## src/design/wdnt_pkg.sv

```systemverilog
// Package for the watchdog/NMI timer: register map, fields, resets, timing.
// Assumes a 10 MHz system clock and a 32.768 kHz low-speed crystal clock.
package wdnt_pkg;
    // ------------------------------------------------------------
    // Register map
    // ------------------------------------------------------------
    localparam logic [15:0] WDNT_CTRL_ADDR = 16'hff07;
    localparam int WDNT_CLEAR_BIT = 0;
    localparam int WDNT_ENABLE_BIT = 1;
    localparam logic WDNT_ENABLE_RST = 1'b1;
    localparam logic [3:0] WDNT_RDATA_IDLE = 4'h0;
    // ------------------------------------------------------------
    // Counter and vector
    // ------------------------------------------------------------
    localparam int WDNT_CNT_W = 10;
    localparam logic [9:0] WDNT_CNT_MAX = 10'h3ff;
    localparam logic [15:0] WDNT_NMI_VECTOR = 16'h0100;
    // ------------------------------------------------------------
    // Timing
    // ------------------------------------------------------------
    localparam int WDNT_CRYSTAL_HZ = 32768;
    localparam int WDNT_TICK_HZ = 256;
    localparam int WDNT_TICK_DIV = WDNT_CRYSTAL_HZ / WDNT_TICK_HZ;
    localparam int WDNT_DIV_W = 7;
    localparam logic [6:0] WDNT_DIV_LAST = 7'(WDNT_TICK_DIV - 1);
endpackage : wdnt_pkg

```

## src/design/wdnt_tick_gen.sv

```systemverilog
// Divides the low-speed crystal clock down to a 256 Hz one-cycle tick.
// Assumes the crystal clock is far slower than clk and asynchronous to it.
`timescale 1ns/1ps
module wdnt_tick_gen #(
    parameter logic [6:0] DIV_LAST = wdnt_pkg::WDNT_DIV_LAST
) (
    input wire logic clk,
    input wire logic rst,
    input wire logic low_speed_crystal_clock,
    output logic tick_256
);
    // ------------------------------------------------------------
    // Synchroniser and edge detect
    // ------------------------------------------------------------
    logic sync1_r;
    logic sync2_r;
    logic sync3_r;
    logic [6:0] div_r;
    logic [6:0] div_nxt;
    logic tick_r;
    wire xtal_rise = sync2_r & ~sync3_r;
    wire div_wrap = xtal_rise && (div_r == DIV_LAST);

    // ------------------------------------------------------------
    // Divider
    // ------------------------------------------------------------
    // Crystal derived tick
    assign div_nxt = div_wrap ? 7'h00 : (xtal_rise ? div_r + 7'h01 : div_r);

    always_ff @(posedge clk) begin
        if (rst) begin
            sync1_r <= 1'b0;
            sync2_r <= 1'b0;
            sync3_r <= 1'b0;
            div_r <= 7'h00;
            tick_r <= 1'b0;
        end else begin
            sync1_r <= low_speed_crystal_clock;
            sync2_r <= sync1_r;
            sync3_r <= sync2_r;
            div_r <= div_nxt;
            tick_r <= div_wrap;
        end
    end

    assign tick_256 = tick_r;
endmodule : wdnt_tick_gen

```

## src/design/wdnt_top.sv

```systemverilog
// Watchdog timer raising a non-maskable interrupt to the core CPU.
// Assumes the CPU I/O bus on clk: one-cycle write and read strobes, 4-bit
// data; stack pointer half-write pulses come from the CPU on clk.
//
// Functional notes
// Counter advances on crystal derived 256 Hz
// Enable is 1 after reset
// 10-bit counter overflow raises the NMI
// Counts in HALT; NMI releases HALT
// NMI ignores the global interrupt flag
// No NMI during interrupt mask state
// Taken NMI fetches vector 0100H
// Enable bit D1 starts/stops, suppresses NMI
// Writing clear 1 restarts counter
// Clear bit always reads 0
// Software clears within 3 seconds
// Unused watchdog disabled soon after reset
// Upper two bits read 0, ignore writes
`timescale 1ns/1ps
module wdnt_top #(
    // Divider end count; a smaller value shortens the timeout
    parameter logic [6:0] TICK_DIV_LAST = wdnt_pkg::WDNT_DIV_LAST
) (
    input wire logic clk,
    input wire logic rst,
    input wire logic low_speed_crystal_clock,
    input wire logic [15:0] io_addr,
    input wire logic io_wr,
    input wire logic io_rd,
    input wire logic [3:0] io_wdata,
    output logic [3:0] io_rdata,
    input wire logic stack_ptr_first_half_wr,
    input wire logic stack_ptr_second_half_wr,
    output logic nmi_pending,
    output logic nmi_take,
    output logic [15:0] nmi_vector,
    output logic halt_wake,
    output logic int_mask_state
);
    // ------------------------------------------------------------
    // Declarations
    // ------------------------------------------------------------
    logic tick;
    logic enable_r;
    logic [9:0] cnt_r;
    logic [9:0] cnt_nxt;
    logic pend_r;
    logic take_r;
    logic mask_r;
    logic half_r;
    logic [3:0] rdata_r;
    logic [3:0] rdata_nxt;
    logic [15:0] vec_r;

    wdnt_tick_gen #(
        .DIV_LAST(TICK_DIV_LAST)
    ) u_tick (
        .clk(clk),
        .rst(rst),
        .low_speed_crystal_clock(low_speed_crystal_clock),
        .tick_256(tick)
    );

    // ------------------------------------------------------------
    // Register decode
    // ------------------------------------------------------------
    wire hit = (io_addr == wdnt_pkg::WDNT_CTRL_ADDR);
    wire wr_hit = hit & io_wr;
    wire rd_hit = hit & io_rd;
    // Clear on write 1
    wire clr = wr_hit & io_wdata[wdnt_pkg::WDNT_CLEAR_BIT];
    // Advance on tick
    wire step = tick & enable_r;
    // Overflow of last stage
    wire ovf = step && (cnt_r == wdnt_pkg::WDNT_CNT_MAX) && !clr;
    // Global flag not consulted
    wire take_ok = pend_r & ~mask_r & ~take_r;

    // Clear has priority so a restart never races an overflow
    assign cnt_nxt = clr ? '0 : (step ? cnt_r + 10'h001 : cnt_r);
    // Clear bit reads 0
    // Upper bits read 0
    assign rdata_nxt = rd_hit ?
        {2'b00, enable_r, 1'b0} : wdnt_pkg::WDNT_RDATA_IDLE;

    // ------------------------------------------------------------
    // Control and counter
    // ------------------------------------------------------------
    always_ff @(posedge clk) begin
        if (rst) begin
            // Enable resets to 1
            enable_r <= wdnt_pkg::WDNT_ENABLE_RST;
            cnt_r <= '0;
            rdata_r <= wdnt_pkg::WDNT_RDATA_IDLE;
        end else begin
            // Enable bit write
            if (wr_hit) begin
                enable_r <= io_wdata[wdnt_pkg::WDNT_ENABLE_BIT];
            end
            cnt_r <= cnt_nxt;
            rdata_r <= rdata_nxt;
        end
    end

    // ------------------------------------------------------------
    // NMI request, mask state and acceptance
    // ------------------------------------------------------------
    always_ff @(posedge clk) begin
        if (rst) begin
            pend_r <= 1'b0;
            take_r <= 1'b0;
            mask_r <= 1'b1;
            half_r <= 1'b0;
            vec_r <= 16'h0000;
        end else begin
            // Overflow sets request; set wins over take
            if (ovf) begin
                pend_r <= 1'b1;
            end else if (take_ok) begin
                pend_r <= 1'b0;
            end
            // Held off while masked
            take_r <= take_ok;
            // Vector presented
            if (take_ok) begin
                vec_r <= wdnt_pkg::WDNT_NMI_VECTOR;
            end
            // Mask until pair written
            if (stack_ptr_first_half_wr) begin
                mask_r <= 1'b1;
                half_r <= 1'b1;
            end else if (stack_ptr_second_half_wr && half_r) begin
                mask_r <= 1'b0;
                half_r <= 1'b0;
            end
        end
    end

    // Pending NMI wakes HALT
    assign halt_wake = pend_r;
    assign nmi_pending = pend_r;
    assign nmi_take = take_r;
    assign nmi_vector = vec_r;
    assign io_rdata = rdata_r;
    assign int_mask_state = mask_r;
endmodule : wdnt_top

```

## config.mk

```make
export PLATFORM = sky130hd
export DESIGN_NAME = wdnt_top
export DESIGN_NICKNAME = d
export VERILOG_FILES = /design/src/design/wdnt_pkg.sv /design/src/design/wdnt_tick_gen.sv /design/src/design/wdnt_top.sv
export SDC_FILE = /design/constraint.sdc
export NUM_CORES = 1
export LEC_CHECK = 0
export BUFFER_PORTS_ARGS = -buffer_cell sky130_fd_sc_hd__buf_2
export CAP_MARGIN = 20
export CORE_MARGIN = 1.5
export CORE_UTILIZATION = 51
export CTS_BUF_LIST = sky130_fd_sc_hd__clkbuf_16
export DETAILED_ROUTE_END_ITERATION = 7
export PLACE_DENSITY = 0.8
export SLEW_MARGIN = 20
export SYNTH_ARGS = -nofsm -noshare
export SYNTH_HDL_FRONTEND = slang
export SYNTH_SLANG_ARGS = --single-unit
```

## constraint.sdc

```tcl
create_clock -name clk -period 4.1 [get_ports clk]
set_input_delay 0.41 -clock clk [delete_from_list [all_inputs] [get_ports clk]]
set_output_delay 0.41 -clock clk [all_outputs]
set_load 0.05 [all_outputs]
```

* Yosys cells after proc, flatten, opt, wreduce, memory -nomap -nowiden *
Index checks and enable logic that the tools add are counted.

storage, ports and cells
  register bits = 31
  bits of input ports = 27
  output and inout bits = 24
  logic and storage cells = 45

operators by class
  add/sub/neg operators = 2
  equality and inequality tests = 3
  mux-type cells = 4
  bitwise logic cells = 11
  reduce and logical (&&, ||, !) cells = 11

operators with widths
  cell                                           number
  == test 16 bit, second input constant          1
  adder 10 x 1 -> 10 bit, second input constant  1
  == test 10 bit, second input constant          1
  OR reduction 2 bit                             4
  adder 7 x 1 -> 7 bit, second input constant    1
  AND 1 bit                                      7
  == test 7 bit, second input constant           1
  logical AND 1 bit                              4
  two-way mux 1 bit                              4
  inverter 1 bit                                 4
  nonzero test 2 bit                             2
  logical NOT 1 bit                              1

* Depth between registers and ports, before layout *
Gate-level depths: netlist (run 1).

  depth after elaboration = 6
  depth in mapped cells = 5
  depth with buffers taken out = 5

* Cells and area by module *
From an unflattened synthesis (run 1), not the netlist that was laid out.

unflattened totals
  cells, all modules = 147
  area, all modules = 1,321.3 sq um

by module, submodules not included
  module         instances  cells an instance  area an instance (sq um)  seq. area each (sq um)
  wdnt_top       1          100                870.8                     340.3
  wdnt_tick_gen  1          47                 450.4                     220.2

* Worst setup path after synthesis (run 1) *
Ideal clock, no wire load.

  path type = input to register
  start point = in io_addr[5]
  end point = reg enable_r
  setup time = 0.122 ns
  data arrival time = 1.627 ns
  data required time = 3.978 ns
  slack = 2.351 ns
  cell stages on the path = 4
  path buffers = 0
  cell sequence = or4b_4 > nor4_4 > a21boi_1 > a311o_1

on the way
  word-level cells in the longest chain between the ends = 2

ends and longest elaborated chain
  item                    RTL line        RTL
  start: declaration      wdnt_top.sv:27  input wire logic [15:0] io_addr,
  == test 16 bit          wdnt_top.sv:67  wire hit = (io_addr == wdnt_pkg::WDNT_CTRL_ADDR);
  AND 1 bit               wdnt_top.sv:68  wire wr_hit = hit & io_wr;
  end signal: assignment  wdnt_top.sv:92  enable_r <= wdnt_pkg::WDNT_ENABLE_RST;
  end signal: assignment  wdnt_top.sv:98  enable_r <= io_wdata[wdnt_pkg::WDNT_ENABLE_BIT];
  end: declaration        wdnt_top.sv:44  logic enable_r;

Every way passes these cells.
A chain may end at the register's enable or synchronous reset.

* Worst setup path after layout (run 1) *
Ends and elaborated chain as after synthesis.

==> out/metrics.cfg, run 1 <==
[die]
die_x_um=53.7
start_util=0.533
core_area_um2=2450
io_pins=51
row_count=18
die-area_um2=2880
fp.dieH_um=53.7

[clock_tree]
cts.sinks=28
postCtsResizedCells=0
cts_tree=yes
cts-root-buf=clkbuf_16
clock_path_buffers=2
htree_levels=1
cts_inserted_buffers=3
clk_pin_slew_ps=60
clock_latency_ps=260
post_cts_buffers=0
cts_hold_buf=0

[global_route]
antenna_found_initial=0
grt_max_degree=16
grt_pass1_vias=886
grt_first_pass_wirelength_um=3740
gr-usage-all-layers=0.181
overflow=0

[place]
dp_slack_ps=2170
placed_cell_area_um2=1400
finalWeightedCongestion=0.789
dp.cells=195
hpwl_um=1750
io_buffers=30

[logic_synthesis]
syn_inst=140
yosys.area_share.simple=0.260
synth_top_family_by_area=simple AND/OR/NAND/NOR gates
synth-edff-count=0
synthMuxAreaShare=0.00765
synth_compound_area_frac=0.0526
yosysUniqueCellTypes=30
ys_seq_area_frac=0.428
synth_flop_cell=dfxtp_1
async_reset_ff_frac=0
ys_warn_count=0
synth-seq-cells=28
syn_area_um2=1310
synth_adder_area_share=0.0191
synthXorXnorAreaFrac=0.100
avgSynthCellArea_um2=9.35

[critical_path]
crit_arrival_ps=1790
slowest_stage=or4b_4
path_cells=buf_2 -> or4b_4 -> nor4_4 -> a21boi_1 -> a311o_1
critPathRequiredTime_ps=4250
cp-end-kind=flop
crit_fanout=5
max_stage_delay_ps=530
crit_type=in2reg
critPathLaunchType=primary input

[power]
internal_power_mw=0.419
p_total_mw=0.555
p_sw_frac=0.245
comb_power_share=0.114
powerDensity_nw_per_um2=375
clockPowerShare=0.388
vdd_drop_max_mv=0.383
switching_power_mw=0.136
p_leak_nw=0.656
seq_power_share=0.498

[final_layout]
multi_input_area_um2=643
final_util=0.603
design_area_um2=1480
seqCellArea_um2=561
fillers=223
layout.cells.non_filler=199
finalNetCount=199
drive_gt1_frac=0.231
n_antenna_cell=0
syn2layout_area_growth_pct=13.2

[route]
drt_iter0_drc=6
drcViolationCount=0
drtAntennaViolNets=0
via_per_inst=4.85
wl_um=2300
drtPass1Iterations=4
dr_total_vias=966
wl_per_cell_um=11.6

[sta]
maxSlewHeadroom=0.662
fmax_ghz=0.607
setup_viol=0
worst_pin_slew_ps=506
rsz0062_at_grt=false
final.setup_skew_ps=4.89
tns_ps=0
slew_viol_final=0
fin_crit_sh=0.402
hold_viol=0
period_needed_ps=1650
setup_ws_ps=2450
hold_ws_ps=356

[worst_hold_path]
min_path_type=in2reg

[job]
cap_viol_max_count=0

[status]
status=finished, final reports clean

==> cell usage in the layout, fill, tap and decap left out, drive strengths merged <==
master / n
conb: 18
nor2: 19
nand3: 4
nor4: 3
nor2b: 4
nor3: 3
a21o: 2
dfxtp: 28
mux2i: 1
or4b: 1
clkinv: 1
a21oi: 2
inv: 3
a211o: 1
xor2: 9
xnor2: 6
ha: 2
o2bb2ai: 1
a21boi: 1
nand2: 11
buf: 30
a311o: 1
clkbuf: 3
or3b: 1
a31o: 1
and4: 3
nand4: 6
and3: 3
nand4bb: 1
==> registers in the layout (all words and copies together) (netlist names) <==
signal / flops
halt_wake: 1
int_mask_state: 1
u_tick.sync3_r: 1
enable_r: 1
cnt_r: 10
io_rdata: 1
u_tick.tick_256: 1
u_tick.div_r: 7
u_tick.sync2_r: 1
half_r: 1
nmi_vector: 1
u_tick.sync1_r: 1
nmi_take: 1
==> Yosys cell counts, drive strengths merged (2+ instances only) <==
library cell / number / area [um2]
ha: 2 / 25.0
inv: 3 / 11.3
nand3: 4 / 20.0
a21oi: 2 / 10.0
xnor2: 6 / 52.6
xor2: 9 / 78.8
nor2: 19 / 71.3
nand4: 6 / 37.5
clkbuf: 2 / 7.51
buf: 20 / 150
dfxtp: 28 / 561
and3: 3 / 18.8
and4: 3 / 27.5
nor2b: 4 / 25.0
nor4: 3 / 33.8
nor3: 3 / 15.0
nand2: 11 / 41.3
a21o: 2 / 15.0
==> area by class of cell <==
class	count	share of cell area
flip-flops and latches	28	0.378
clock inverters	1	0.00253
well taps	30	0.0253
clock buffers	3	0.0507
multi-input cells	104	0.434
inverters	3	0.00760
repair buffers	30	0.101
==> final timing paths <==
path | start | end | slack [ps] | depth (start not counted)
min | stack_ptr_first_half_wr | int_mask_state$_SDFFE_PP1P_ | 360 | 2
min reg2reg | nmi_vector[8]$_SDFFE_PP0P_ | nmi_vector[8]$_SDFFE_PP0P_ | 450 | 1
max | io_addr[5] | enable_r$_SDFFE_PP1P_ | 2450 | 5
max reg2reg | cnt_r[0]$_SDFFE_PP0P_ | cnt_r[8]$_SDFFE_PP0P_ | 2480 | 5
==> kinds of logic (layout without fill, tap and decap cells) <==
family	after synthesis	count (layout)
other cells	1	18
fa+ha+maj	2	2
flops	28	28
compound gates	9	9
simple gates	59	59
mux	1	1
buf+inv	25	37
xor+xnor	15	15
==> routing by layer <==
metal / up-vias / share of wire / track usage
li1: 495 / - / -
met1: 448 / 0.41 / 0.202
met2: 18 / 0.54 / 0.323
met3: 5 / 0.035 / 0.0583
met4: 0 / 0.013 / 0.0641
met5: - / 0 / 0
==> critical path, delay by kind of cell <==
family	cells	cell delay, ps
buffers and inverters	1	90
AO/OA/AOI/OAI	2	430
AND/OR/NAND/NOR	2	850
==> power by group through the flow <==
stage | Sequential (mW) | Clock, mW | Combinational, mW
final | 0.276 | 0.216 | 0.0632
after global routing | 0.276 | 0.232 | 0.0674
after CTS | 0.276 | 0.222 | 0.0630
after detailed placement | 0.283 | 0 | 0.0626
after global placement | 0.282 | 0 | 0.0612
after floorplan | 0.283 | 0 | 0.0610
No activity file was read; power rests on OpenSTA's default activity.
==> inputs of run 2 (changes only) <==
--- a/config.mk
+++ b/config.mk
@@ -8,10 +8,10 @@
 export BUFFER_PORTS_ARGS = -buffer_cell sky130_fd_sc_hd__buf_2
 export CAP_MARGIN = 20
 export CORE_MARGIN = 1.5
-export CORE_UTILIZATION = 51
+export CORE_UTILIZATION = 43
 export CTS_BUF_LIST = sky130_fd_sc_hd__clkbuf_16
 export DETAILED_ROUTE_END_ITERATION = 7
-export PLACE_DENSITY = 0.8
+export PLACE_DENSITY = 0.72
 export SLEW_MARGIN = 20
 export SYNTH_ARGS = -nofsm -noshare
 export SYNTH_HDL_FRONTEND = slang
==> constraint.sdc (replaced) <==
create_clock -name clk -period 1.4 [get_ports clk]
set_input_delay 0.14 -clock clk [delete_from_list [all_inputs] [get_ports clk]]
set_output_delay 0.14 -clock clk [all_outputs]
set_load 0.05 [all_outputs]
==> out/metrics.cfg, run 2 (same netlist as run 1, synthesis figures left out) <==
[sta]
setup_ws_ps=39.7
setup_viol=0
hold_viol=0
fmax_ghz=0.735
rsz0062_at_grt=true
slew_viol_final=0
final.setup_skew_ps=3.16
fin_crit_sh=0.972
period_needed_ps=1360

[global_route]
antenna_found_initial=0
overflow=0
grt_pass1_vias=970
grt_first_pass_wirelength_um=3970
grt_max_degree=17
gr-usage-all-layers=0.151

[place]
hpwl_um=1840
dp.cells=203
finalWeightedCongestion=0.719
dp_slack_ps=-156
io_buffers=30

[die]
die_x_um=58.2
io_pins=51
core_area_um2=2830
start_util=0.463
row_count=19
die-area_um2=3380
fp.dieH_um=58.2

[power]
p_leak_nw=0.716
powerDensity_nw_per_um2=1140
vdd_drop_max_mv=0.652

[route]
wl_um=2320
drcViolationCount=3
via_per_inst=4.79
drtAntennaViolNets=0
dr_total_vias=1001
wl_per_cell_um=11.1
drt_iter0_drc=21
drtPass1Iterations=6

[final_layout]
final_cell_mix=30 x buf_2, 26 x dfxtp_1, 19 x nor2_1, 18 x conb_1, 11 x nand2_1
syn2layout_area_growth_pct=22.3
drive_gt1_frac=0.298
largestRegisters=cnt_r: 10 flops, u_tick.div_r: 7 flops
finalNetCount=208
fillers=235
final_common_cell=buf_2
n_antenna_cell=0
seqCellArea_um2=563
layout.cells.non_filler=209
regMostFlops=cnt_r
largest_register_ffs=10
multi_input_area_um2=664

[worst_hold_path]
min_path_type=in2reg

[clock_tree]
cts_inserted_buffers=3
htree_levels=1
clock_latency_ps=260
clk_pin_slew_ps=70
cts_tree=yes
cts.sinks=28
cts-root-buf=clkbuf_16
cts_hold_buf=0
clock_path_buffers=2

[critical_path]
cp-end-kind=flop
critPathRequiredTime_ps=1550
crit_fanout=2
crit_type=reg2reg
crit_arrival_ps=1510
critPathLaunchType=flop

[status]
violations=design-rule violations
status=finished with violations

[job]
cap_viol_max_count=0

## run 2: routing by layer
layer  track usage  vias to the layer above  part of all wire
li1              -                      512                 -
met1         0.168                      439              0.44
met2         0.286                       47              0.48
met3        0.0268                        3             0.066
met4        0.0498                        0             0.013
met5             0                        -                 0
## run 2: worst max-delay path, stage by stage (launching register included)
cell and delay, ps:
dfxtp_2 350, ha_4 130, and4_1 180, or3b_4 380
xor2_1 150, nor2_1 50
## run 2: path summary, 6_finish.rpt
kind	startpoint	end	slack, ps	cells past startpoint
hold reg to reg	u_tick.sync1_r$_SDFF_PP0_	u_tick.sync2_r$_SDFF_PP0_	460	1
setup reg to reg	cnt_r[0]$_SDFFE_PP0P_	cnt_r[8]$_SDFFE_PP0P_	40	5
hold / removal	stack_ptr_first_half_wr	int_mask_state$_SDFFE_PP1P_	80	2
setup / recovery	cnt_r[0]$_SDFFE_PP0P_	cnt_r[8]$_SDFFE_PP0P_	40	5
## run 2: power breakdown
group	switching (mW)	internal (mW)
sequential	0.00470	0.805
combinational	0.144	0.0416
clock	0.259	0.569
## run 2: cell type report
type | instances | area share
repair buffers | 39 | 0.136
flip-flops and latches | 28 | 0.352
multi-input cells | 104 | 0.415
well taps | 31 | 0.0242
clock buffers | 3 | 0.0469
inverters | 3 | 0.00704
clock inverters | 1 | 0.0188
## run 2: stage by stage
| step | power [mW] | setup TNS [ps] | hold slack [ps] | cell area [um2] | utilization |
|---|---|---|---|---|---|
| final | 1.82 | 0 | 84.2 | 1600 | 0.566 |
| after global routing | 1.88 | -67.4 | 90.7 | 1600 | 0.566 |
| after CTS | 1.84 | 0 | 87.6 | 1570 | 0.556 |
| after detailed placement | 1.01 | -1260 | 357 | 1460 | 0.516 |
| after global placement | 1.01 | -897 | 338 | 1460 | 0.516 |
| after floorplan | 1.01 | -3.84 | 234 | 1380 | - |
## run 2: what timing repair did
action                     in CTS  in global routing
pin swaps                       0                  0
setup endpoints to repair       1                  4
gates resized for setup         1                  3
setup buffers                   1                  1
==> inputs of run 3 (changes only) <==
--- a/config.mk
+++ b/config.mk
@@ -5,13 +5,15 @@
 export SDC_FILE = /design/constraint.sdc
 export NUM_CORES = 1
 export LEC_CHECK = 0
+export ABC_AREA = 1
+export ABC_CLOCK_PERIOD_IN_PS = 1400
 export BUFFER_PORTS_ARGS = -buffer_cell sky130_fd_sc_hd__buf_2
 export CAP_MARGIN = 20
 export CORE_MARGIN = 1.5
 export CORE_UTILIZATION = 43
 export CTS_BUF_LIST = sky130_fd_sc_hd__clkbuf_16
 export DETAILED_ROUTE_END_ITERATION = 7
-export PLACE_DENSITY = 0.72
+export PLACE_DENSITY = 0.71
 export SLEW_MARGIN = 20
 export SYNTH_ARGS = -nofsm -noshare
 export SYNTH_HDL_FRONTEND = slang
==> out/metrics.cfg, run 3 <==
[clock_tree]
htree_levels=1
cts_inserted_buffers=3
clock_latency_ps=260
cts_hold_buf=0
clock_path_buffers=2
cts_tree=yes
clk_pin_slew_ps=60
cts.sinks=28
cts-root-buf=clkbuf_16

[final_layout]
finalNetCount=233
final_cell_mix=31 x nand2_1, 30 x buf_2, 27 x dfxtp_1, 26 x nor2_1, 18 x conb_1
regMostFlops=cnt_r
final_common_cell=nand2_1
n_antenna_cell=0
largestRegisters=cnt_r: 10 flops, u_tick.div_r: 7 flops
syn2layout_area_growth_pct=14.4
final_util=0.518
largest_register_ffs=10
drive_gt1_frac=0.262

[logic_synthesis]
synth_flop_cell=dfxtp_1
ys_seq_area_frac=0.409
syn_area_um2=1370
synth-edff-count=0
async_reset_ff_frac=0
synth_area_leaders=dfxtp_1 41%, buf_4 10%, nand2_1 8.5%, nor2_1 7.1%, inv_1 3.6%
ys_warn_count=0
yosysUniqueCellTypes=28
yosysMostFrequentCell=nand2_1
synth-seq-cells=28
syn_inst=172
synth_top_area_share=0.409
yosysTopAreaCell=dfxtp_1
synth_common_cells=31 x nand2_1, 28 x dfxtp_1, 26 x nor2_1, 19 x buf_4, 13 x inv_1
avgSynthCellArea_um2=7.97

[sta]
setup_ws_ps=116
period_needed_ps=1280
fin_crit_sh=0.917
hold_viol=0
fmax_ghz=0.779
slew_viol_final=0
rsz0062_at_grt=false
setup_viol=0
tns_ps=0
final.setup_skew_ps=4.15

[route]
wl_um=2040
wl_per_cell_um=8.30
dr_total_vias=1034
via_per_inst=4.20
drt_iter0_drc=12
drtPass1Iterations=4
drtAntennaViolNets=0
drcViolationCount=0

[die]
row_count=20
die_x_um=59.4
die-area_um2=3530
start_util=0.452
core_area_um2=3030
io_pins=51
fp.dieH_um=59.4

[critical_path]
crit_arrival_ps=1470
crit_type=reg2reg
critPathLaunchType=flop
critPathRequiredTime_ps=1590
cp-end-kind=flop
crit_fanout=3

[power]
powerDensity_nw_per_um2=1030
p_total_mw=1.61
p_leak_nw=0.750
vdd_drop_max_mv=0.738

[place]
dp_slack_ps=137
hpwl_um=1610
finalWeightedCongestion=0.746
io_buffers=30

[global_route]
grt_pass1_vias=992
grt_first_pass_wirelength_um=3720
overflow=0
antenna_found_initial=0
grt_max_degree=15
gr-usage-all-layers=0.135

[worst_hold_path]
min_path_type=in2reg

[status]
status=finished, final reports clean

[job]
cap_viol_max_count=0

[run 3: changes by cell type in the layout (fill, tap and decap cells not counted), moves of 4 or more]
| cell | delta |
|---|---|
| inv_1 | +10 |
| xor2_1 | -4 |
| nand2_2 | +5 |
| nand2_1 | +20 |
| nor2_1 | +7 |
| buf_4 | -9 |
| nor2b_1 | -4 |
| a21oi_1 | +5 |
[run 3: power by group]
part / switching [mW] / internal, mW
Sequential: 0.00453 / 0.805
Clock: 0.244 / 0.378
Combinational: 0.144 / 0.0361
[run 3: final timing paths]
kind	slack [ps]	cells past startpoint	end	from
worst max-delay path	120	7	halt_wake$_SDFFE_PP0P_	cnt_r[1]$_SDFFE_PP0P_
worst min-delay path	80	3	u_tick.sync1_r$_SDFF_PP0_	low_speed_crystal_clock
worst max register to register	120	7	halt_wake$_SDFFE_PP0P_	cnt_r[1]$_SDFFE_PP0P_
worst min register to register	420	2	u_tick.sync2_r$_SDFF_PP0_	u_tick.sync1_r$_SDFF_PP0_
[run 3: timing repair]
item,CTS,global route
gates resized for setup,0,1
setup buffers,0,0
endpoints found under the setup margin,0,1
[run 3: final cells by class]
| class | instances | area, um2 |
|---|---|---|
| repair buffers | 30 | 150 |
| flip-flops and latches | 28 | 562 |
| inverters | 16 | 65.1 |
| multi-input cells | 125 | 661 |
| well taps | 44 | 55.1 |
| clock buffers | 3 | 75.1 |
| fillers | 298 | 1460 |
[run 3: critical path, cell delays in order (launching register included)]
cell and delay [ps]:
dfxtp_1 360, ha_1 180, nand2_1 70, nor2_1 120, nand4_1 170, nor2_1 150
nand2_1 70, a21oi_1 110
[run 3: stage by stage]
| stage | hold WS, ps | instance area [um2] | instances |
|---|---|---|---|
| 3_3_place_gp | 345 | 1490 | 243 |
| 6_report | 80.7 | 1570 | 246 |
| 5_1_grt | 92.5 | 1570 | 246 |
| 2_1_floorplan | 247 | 1430 | 189 |
| 3_5_place_dp | 350 | 1490 | 243 |
| 4_1_cts | 80.4 | 1570 | 246 |
[run 3: per-layer routing]
layer,vias up,track usage,part of all wire
met2,19,0.240,0.50
met1,451,0.151,0.45
met3,3,0.0437,0.039
li1,561,-,-
met5,-,0,0
met4,0,0.0422,0.0049
[run 3: kinds of logic (layout without fill, tap and decap cells)]
logic type / Yosys count / in the layout / synth area share
DFF: 28 / 28 / 0.409
and+or+nand+nor: 86 / 86 / 0.313
xor gates and xnor gates: 9 / 9 / 0.0575
AOI/OAI and AO/OA: 10 / 10 / 0.0438
other: 1 / 18 / 0.00274
adders and majority gates: 2 / 2 / 0.0183
buffers and inverters: 36 / 49 / 0.155
